===== config.mk =====
export PLATFORM = sky130hd
export DESIGN_NAME = serial_dac_receiver_flat
export DESIGN_NICKNAME = d
export VERILOG_FILES = /design/src/verilog/serial_dac_pkg.sv /design/src/verilog/serial_dac_if.sv /design/src/verilog/serial_dac_receiver.sv /design/src/flat_wrapper.sv
export VERILOG_INCLUDE_DIRS = /design/src /design/src/verilog
export SDC_FILE = /design/constraint.sdc
export NUM_CORES = 1
export LEC_CHECK = 0
export ABC_CLOCK_PERIOD_IN_PS = 2400
export BUFFER_PORTS_ARGS = -buffer_cell sky130_fd_sc_hd__buf_4
export CAP_MARGIN = 40
export CORE_MARGIN = 10
export CORE_UTILIZATION = 55
export CTS_CLUSTER_SIZE = 8
export DETAILED_ROUTE_END_ITERATION = 12
export PLACE_DENSITY_LB_ADDON = 0.08
export SYNTH_ARGS = -nofsm -noshare
export SYNTH_HDL_FRONTEND = slang
export SYNTH_SLANG_ARGS = --single-unit

===== constraint.sdc =====
create_clock -name core_clk -period 2.4 [get_ports core_clk]
set_input_delay 0 -clock core_clk [delete_from_list [all_inputs] [get_ports core_clk]]
set_output_delay 0 -clock core_clk [all_outputs]
set_load 0.005 [all_outputs]

===== src/verilog/serial_dac_cfg.svh =====
// constants shared by both ends of the dual-channel serial converter link
`ifndef SERIAL_DAC_CFG_SVH
`define SERIAL_DAC_CFG_SVH

// ==========================================================================
// word format
`define SAMPLE_W 16
`define BIT_CNT_W 5
`define CHANNELS 2
`define CH_LEFT 0
`define CH_RIGHT 1

// ==========================================================================
// core clock and link timing
`define CORE_CLK_KHZ 125000
`define MIN_BIT_CLK_KHZ 13500
// shortest bit period the device must cope with, rounded down
`define MIN_BIT_CYCLES (`CORE_CLK_KHZ / `MIN_BIT_CLK_KHZ)
// two sync stages plus edge detect need at least this many cycles per level
`define MIN_LEVEL_CYCLES 2
`define HALF_BIT_CYCLES 4
`define LOAD_LOW_CYCLES (2 * `HALF_BIT_CYCLES)
`define WORD_RATE_HZ 352800
`define WORD_CYCLES ((`CORE_CLK_KHZ * 1000) / `WORD_RATE_HZ)
`define DIV_W 8
`define WORD_TMR_W 16
`define IDLE_LIMIT 255
`define PERIOD_W 8

`endif


===== src/verilog/serial_dac_pkg.sv =====
// types shared by both ends of the dual-channel serial converter link
`include "serial_dac_cfg.svh"

package serial_dac_pkg;

  typedef logic [`SAMPLE_W-1:0] sample_t;
  typedef logic [`BIT_CNT_W-1:0] bit_cnt_t;

  // one snapshot of the five link lines
  typedef struct packed {
    logic bit_clk;
    logic left_serial_in;
    logic right_serial_in;
    logic left_load_strobe;
    logic right_load_strobe;
  } link_pins_s;

  typedef struct packed {
    link_pins_s meta;
    link_pins_s sync;
    link_pins_s prev;
    sample_t [`CHANNELS-1:0] shreg;
    sample_t [`CHANNELS-1:0] latch;
    bit_cnt_t [`CHANNELS-1:0] bits;
    logic [`CHANNELS-1:0] loaded;
    logic [`CHANNELS-1:0] update;
    logic [`CHANNELS-1:0] short_word;
    logic [`CHANNELS-1:0] long_word;
    logic joint_update;
    logic [`PERIOD_W-1:0] period;
    logic clk_active;
    logic clk_too_fast;
  } receiver_state_s;

  typedef enum logic [1:0] {
    S_IDLE,
    S_WAIT,
    S_SHIFT,
    S_LOAD
  } sender_state_e;

  typedef struct packed {
    sender_state_e state;
    logic [`DIV_W-1:0] div;
    logic [`WORD_TMR_W-1:0] word_timer;
    bit_cnt_t nbits;
    sample_t shreg;
    sample_t hold;
    logic second;
    logic share_strobe;
    logic share_data;
    logic ready;
    logic busy;
    logic bit_clk;
    logic left_data;
    logic right_data;
    logic filter_word_rate_out;
    logic left_strobe;
    logic right_strobe;
  } sender_state_s;

endpackage : serial_dac_pkg


===== src/verilog/serial_dac_if.sv =====
// link lines between the interpolation filter and the dual converter input
`timescale 1ns/100ps

interface serial_dac_if;
  logic bit_clk;
  logic left_serial_in;
  logic right_serial_in;
  logic left_load_strobe;
  logic right_load_strobe;

  modport sender (
    output bit_clk,
    output left_serial_in,
    output right_serial_in,
    output left_load_strobe,
    output right_load_strobe
  );

  modport device (
    input bit_clk,
    input left_serial_in,
    input right_serial_in,
    input left_load_strobe,
    input right_load_strobe
  );
endinterface : serial_dac_if


===== src/verilog/serial_dac_receiver.sv =====
// converter end: two serial input registers feeding two holding latches
// Operation
// - separate data and strobe input per channel
// - shift each data line on clock rise
// - strobe fall latches last sixteen bits
// - tied strobes update both channels together
// - tied data lines shift same stream
// - sender sends sixteen-bit two's complement, MSB first
// - one bit clock serves both channels
// - accept bit clock of 13.5 MHz
// - sender loads words at 352.8 kHz
// - sender word clock may drive both strobes
// - separate shift register and holding latch
`timescale 1ns/100ps
`include "serial_dac_cfg.svh"

module serial_dac_receiver (
  // clock and reset
  input wire logic core_clk,
  input wire logic rst,
  // link
  serial_dac_if.device link,
  // converter words
  output serial_dac_pkg::sample_t left_level,
  output serial_dac_pkg::sample_t right_level,
  output logic left_valid,
  output logic right_valid,
  // update strobes, one cycle each
  output logic left_update,
  output logic right_update,
  output logic joint_update,
  // link health
  output logic left_short_word,
  output logic right_short_word,
  output logic left_long_word,
  output logic right_long_word,
  output logic clk_active,
  output logic clk_too_fast
);
  import serial_dac_pkg::*;

  localparam bit_cnt_t FULL_WORD = `BIT_CNT_W'(`SAMPLE_W);
  localparam logic [`PERIOD_W-1:0] IDLE_MAX = `PERIOD_W'(`IDLE_LIMIT);
  // a rise-to-rise spacing below this cannot be trusted through the sync stages
  localparam logic [`PERIOD_W-1:0] MIN_PERIOD = `PERIOD_W'(2 * `MIN_LEVEL_CYCLES);
  // the fastest required clock still has to fit this check
  localparam int REQUIRED_BIT = `MIN_BIT_CYCLES;

  receiver_state_s q;
  receiver_state_s d;
  // combinational helpers, rebuilt every cycle
  link_pins_s pins_in;
  logic rise;
  logic [`CHANNELS-1:0] data_now;
  logic [`CHANNELS-1:0] fall;

  // ========================================================================
  // pin capture
  // only the meta stage reads these; logic sees the sync stage
  always_comb
  begin
    pins_in.bit_clk = link.bit_clk;
    pins_in.left_serial_in = link.left_serial_in;
    pins_in.right_serial_in = link.right_serial_in;
    pins_in.left_load_strobe = link.left_load_strobe;
    pins_in.right_load_strobe = link.right_load_strobe;
  end

  // ========================================================================
  // edge detection and channel datapath
  always_comb
  begin
    d = q;
    // two stages before any logic sees a pin
    d.meta = pins_in;
    d.sync = q.meta;
    d.prev = q.sync;
    rise = q.sync.bit_clk & ~q.prev.bit_clk;
    data_now[`CH_LEFT] = q.sync.left_serial_in;
    data_now[`CH_RIGHT] = q.sync.right_serial_in;
    fall[`CH_LEFT] = q.prev.left_load_strobe & ~q.sync.left_load_strobe;
    fall[`CH_RIGHT] = q.prev.right_load_strobe & ~q.sync.right_load_strobe;
    // channels share only the bit clock; strobes and data stay apart
    for (int ch = 0; ch < `CHANNELS; ch++)
    begin
      d.update[ch] = 1'b0;
      d.short_word[ch] = 1'b0;
      d.long_word[ch] = 1'b0;
      if (rise)
      begin
        // shifting touches only the input register, never the latch
        d.shreg[ch] = {q.shreg[ch][`SAMPLE_W-2:0], data_now[ch]};
        if (q.bits[ch] != '1)
        begin
          d.bits[ch] = q.bits[ch] + `BIT_CNT_W'(1);
        end
      end
      if (fall[ch])
      begin
        // a rise in the same cycle counts as the newest bit
        d.latch[ch] = d.shreg[ch];
        d.loaded[ch] = 1'b1;
        d.update[ch] = 1'b1;
        d.short_word[ch] = (d.bits[ch] < FULL_WORD);
        // extra bits are legal: the oldest simply fall off the top
        d.long_word[ch] = (d.bits[ch] > FULL_WORD);
        d.bits[ch] = '0;
      end
    end
    // both strobes tied to one line fall in the same cycle
    d.joint_update = fall[`CH_LEFT] & fall[`CH_RIGHT];
  end

  // ========================================================================
  // bit clock monitor
  logic [`PERIOD_W-1:0] period_next;
  logic active_next;
  logic fast_next;

  // spacing in core cycles between detected rises, held at the idle limit
  always_comb
  begin
    period_next = q.period;
    active_next = q.clk_active;
    fast_next = q.clk_too_fast;
    if (rise)
    begin
      // sticky once a too-short bit period has been seen
      if (q.clk_active && (q.period < MIN_PERIOD))
      begin
        fast_next = 1'b1;
      end
      period_next = '0;
      active_next = 1'b1;
    end
    else if (q.period != IDLE_MAX)
    begin
      period_next = q.period + `PERIOD_W'(1);
    end
    else
    begin
      // a link clock may stop between frames; this only reports it
      active_next = 1'b0;
    end
  end

  // ========================================================================
  // state register
  // monitor fields override the datapath copy
  receiver_state_s q_next;

  always_comb
  begin
    q_next = d;
    q_next.period = period_next;
    q_next.clk_active = active_next;
    q_next.clk_too_fast = fast_next;
  end

  always_ff @(posedge core_clk)
  begin
    if (rst)
    begin
      // latches start at zero but stay flagged invalid until loaded
      q <= '{
        meta: '{default: 1'b1},
        sync: '{default: 1'b1},
        prev: '{default: 1'b1},
        default: '0
      };
    end
    else
    begin
      q <= q_next;
    end
  end

  // ========================================================================
  // outputs, all straight from state
  // holding latches and their valid flags
  assign left_level = q.latch[`CH_LEFT];
  assign right_level = q.latch[`CH_RIGHT];
  assign left_valid = q.loaded[`CH_LEFT];
  assign right_valid = q.loaded[`CH_RIGHT];

  // one-cycle update pulses
  assign left_update = q.update[`CH_LEFT];
  assign right_update = q.update[`CH_RIGHT];
  assign joint_update = q.joint_update;

  // link health
  assign left_short_word = q.short_word[`CH_LEFT];
  assign right_short_word = q.short_word[`CH_RIGHT];
  assign left_long_word = q.long_word[`CH_LEFT];
  assign right_long_word = q.long_word[`CH_RIGHT];
  assign clk_active = q.clk_active;
  assign clk_too_fast = q.clk_too_fast;

  // the fastest clock that must be accepted leaves margin over the check
  if (REQUIRED_BIT < 2 * `MIN_LEVEL_CYCLES)
  begin : g_rate_limit
    $error("core clock too slow for required bit clock");
  end

endmodule : serial_dac_receiver


===== src/flat_wrapper.sv =====
// flat-port wrapper written by rule: the top's interface ports become plain ports
module serial_dac_receiver_flat import serial_dac_pkg::*;
  (core_clk, rst, left_level, right_level, left_valid, right_valid, left_update, right_update, joint_update, left_short_word, right_short_word, left_long_word, right_long_word, clk_active, clk_too_fast, link_bit_clk, link_left_serial_in, link_right_serial_in, link_left_load_strobe, link_right_load_strobe);
  serial_dac_if link_i ();
  input wire logic core_clk;
  input wire logic rst;
  output serial_dac_pkg::sample_t left_level;
  output serial_dac_pkg::sample_t right_level;
  output logic left_valid;
  output logic right_valid;
  output logic left_update;
  output logic right_update;
  output logic joint_update;
  output logic left_short_word;
  output logic right_short_word;
  output logic left_long_word;
  output logic right_long_word;
  output logic clk_active;
  output logic clk_too_fast;
  input wire logic [$bits(link_i.bit_clk)-1:0] link_bit_clk;
  input wire logic [$bits(link_i.left_serial_in)-1:0] link_left_serial_in;
  input wire logic [$bits(link_i.right_serial_in)-1:0] link_right_serial_in;
  input wire logic [$bits(link_i.left_load_strobe)-1:0] link_left_load_strobe;
  input wire logic [$bits(link_i.right_load_strobe)-1:0] link_right_load_strobe;
  assign link_i.bit_clk = link_bit_clk;
  assign link_i.left_serial_in = link_left_serial_in;
  assign link_i.right_serial_in = link_right_serial_in;
  assign link_i.left_load_strobe = link_left_load_strobe;
  assign link_i.right_load_strobe = link_right_load_strobe;
  serial_dac_receiver u_core (.core_clk(core_clk), .rst(rst), .link(link_i), .left_level(left_level), .right_level(right_level), .left_valid(left_valid), .right_valid(right_valid), .left_update(left_update), .right_update(right_update), .joint_update(joint_update), .left_short_word(left_short_word), .right_short_word(right_short_word), .left_long_word(left_long_word), .right_long_word(right_long_word), .clk_active(clk_active), .clk_too_fast(clk_too_fast));
endmodule

==> qor.csv <==
stage;metric;value;unit
floorplanning;die width;106.7;um
run_status;status;complete, no violations;
logic_synthesis;most frequent cell after synthesis;dfxtp_1;
setup_path;WP data arrival;2.09;ns
sta;Final Hold Vio Count;0;
placement;port bufs;49;
logic_synthesis;Synth top area share;51.38;%
setup_path;WP data required;2.66;ns
sta;clock period minus worst slack;1.829;ns
logic_synthesis;sequential area share after synthesis;51.38;%
logic_synthesis;FFs w/ async S/R, synth;0;%
sta;TNS Setup;0;ns
sta;Slew Viols, Final;0;
floorplanning;area of the die;0.01138;mm^2
placement;placer congestion estimate;0.8105;
pwr;leakage power;1.996;nW
global_route;largest net degree at the start of global routing;63;
clock_tree;Worst-path clk slew;0.10;ns
floorplanning;Core Box Area;0.007292;mm^2
drt;DRC;0;
drt;vias;2916;
clock_tree;clk_lat worst skew;0.35;ns
global_route;met2 usage;21.03;%
layout;area added between synthesis and finish;10.42;%
layout;Final Cell Area;0.004561;mm^2
global_route;GRT Total Usage;12.69;%
logic_synthesis;YS warnings;0;
drt;Routed Wire Length;7135;um
clock_tree;Max Root-Sink Buffers;2;
logic_synthesis;number of flops mapped to enable cells by yosys;0;
setup_path;Crit-path slowest cell;dfxtp_1;
sta;Layout Skew;0.009165;ns
logic_synthesis;Synth top cells by count;dfxtp_1, nand2_1, a21oi_1;
logic_synthesis;cell taking the most area after synthesis;dfxtp_1;
drt;Antenna Nets Post-Route;0;
setup_path;critical path's largest stage delay;0.44;ns
logic_synthesis;Synth area leaders;dfxtp_1, nand2_1, buf_4;
global_route;met1 usage in global routing;14.38;%
placement;DP Wirelength;4790;um
layout;fillcell total;666;
global_route;vias in the first global route;2750;
logic_synthesis;Mapped Nets;460;
layout;multi-input logic area;0.001644;mm^2
global_route;initial antenna violation count;0;
setup_path;critical-path maximum fanout;7;
clock_tree;CTS tree;done;
layout;diode count;0;
global_route;global-route wire length before repair;12140;um
placement;Post-DP Area;0.004307;mm^2
floorplanning;Initial Util;56.64;%
drt;initial DRC count;85;
setup_path;CP Cell Sequence;ha_1 -> nand2_1 -> o21ai_1 -> mux2_2 -> a2111oi_2;
sta;Relative slew margins;60.38;%
clock_tree;H-Tree Depth;3;
sta;fmax;546.7;MHz
logic_synthesis;Mean Syn Cell Area;9.178;um^2
logic_synthesis;Synth Flop Type;dfxtp_1;
drt;routed len/inst;12.67;um
clock_tree;clock root buffer;clkbuf_8;
pwr;Tot Pwr;2.989;mW
logic_synthesis;FF+latch count, synth;106;
pwr;Worst VDD drop;0.0003565;V
logic_synthesis;synthesized area;0.004130;mm^2
global_route;gr busiest metal;met2;
sta;RSZ-0062 raised after global routing;false;
floorplanning;I/O Pins;50;
layout;final design utilization;62.54;%
global_route;GRT overflow;0;
layout;storage element area;0.002122;mm^2
global_route;GR Util met3;4.012;%
clock_tree;CTS sink count;106;
drt;vias per cell;5.179;
layout;layout cells sized above 1;19.40;%
floorplanning;Cell Rows;31;
drt;DRT Pass-1 Iters;4;
logic_synthesis;number of distinct library cells after synthesis;45;
pwr;P per Cell Area;655.5;mW/mm^2
sta;fin crit share;76.21;%
hold_path;hold crit path type;in -> reg;
clock_tree;cts bufs inserted;9;
logic_synthesis;synthesized instance count;450;
sta;endpoints failing setup;0;
clock_tree;Post-CTS Setup Inserts;0;
setup_path;startpoint types;register;
clock_tree;post_cts resized;0;
setup_path;crit end category;register;
sta;worst hold slack;0.1223;ns
setup_path;kind of critical path;reg -> reg;
layout;Final nets;469;
flow_run;Max Cap Viol;0;
floorplanning;die height;106.7;um
sta;Worst Tran Pin Value;0.5943;ns
cell usage in the layout, fill, tap and decap left out, types with 3 or more instances in the layout:
| cell | instances |
|---|---|
| clkbuf_8 | 10 |
| dfxtp_1 | 106 |
| nand4_1 | 5 |
| dlygate4sd3_1 | 5 |
| a21o_1 | 32 |
| buf_4 | 55 |
| a31oi_1 | 4 |
| mux2i_1 | 5 |
| nand2_1 | 75 |
| nor3_1 | 4 |
| a21oi_1 | 38 |
| ha_1 | 3 |
| and2_1 | 5 |
| nand2b_1 | 6 |
| xor2_1 | 4 |
| nor2_1 | 24 |
| nor3b_1 | 32 |
| or2_2 | 13 |
stage by stage:
stage,setup slack (ns),instances
final,0.5709,563
after global routing,0.3936,563
after CTS,0.5786,563
after detailed placement,0.5943,542
after global placement,0.6518,542
after floorplan,0.7212,450
sequential cells by signal, indices dropped and copies added (netlist names), 16 cells and up:
| register | cells |
|---|---|
| u_core.left_level | 16 |
| u_core.d | 18 |
| u_core.right_level | 16 |
| u_core.q | 45 |
routing by layer:
| layer | up-vias | part of all wire [%] |
|---|---|---|
| li1 | 1505 | - |
| met1 | 1354 | 46 |
| met2 | 46 | 47 |
| met3 | 11 | 5.3 |
| met4 | 0 | 1.8 |
| met5 | - | 0 |
report_power, final:
part / leakage [nW] / internal, mW / total (mW) / switching (mW)
Sequential: 0.858 / 1.78 / 1.79 / 0.0115
Clock: 0.0962 / 0.517 / 1.09 / 0.570
Combinational: 1.04 / 0.0444 / 0.113 / 0.0683
Total: 2.00 / 2.34 / 2.99 / 0.650
what timing repair did:
item | CTS | global route
endpoints found under the setup margin | 0 | 0
hold buffers | 5 | 0
hold endpoints to repair | 5 | 0
critical path, delay by kind of cell, from the launching register on:
kind | cells | cell delay, ns
compound gates | 2 | 0.57
fa+ha+maj | 1 | 0.27
flops | 1 | 0.44
mux | 1 | 0.39
simple gates | 1 | 0.07
layout make-up:
class | instances | area share, %
timing repair buffer | 60 | 10.15
tap | 99 | 2.716
clock inverter | 5 | 1.372
clock buffer | 11 | 3.100
inverter | 1 | 0.08230
multi-input combinational | 281 | 36.05
sequential | 106 | 46.53
path summary, 6_finish.rpt:
check / from / to / slack (ns) / depth (start not counted)
worst max-delay path: u_core.q[24]$_SDFF_PP0_ / u_core.right_long_word$_SDFF_PP0_ / 0.57 / 5
worst min-delay path: rst / u_core.clk_too_fast$_SDFFE_PP0P_ / 0.12 / 2
worst max register to register: u_core.q[24]$_SDFF_PP0_ / u_core.right_long_word$_SDFF_PP0_ / 0.57 / 5
worst min register to register: u_core.d[101]$_SDFF_PP1_ / u_core.d[96]$_SDFF_PP1_ / 0.42 / 1
kinds of logic after synthesis:
kind of cell | after synthesis | share of synthesized area [%]
XOR/XNOR | 5 | 1.060
multiplexers | 6 | 1.484
flip-flops | 106 | 51.38
buffers and inverters | 63 | 9.058
adder cells (fa/ha/maj) | 3 | 0.9089
AO/OA/AOI/OAI | 88 | 13.72
AND/OR/NAND/NOR | 179 | 22.39
Power figures use the tool's default switching activity.
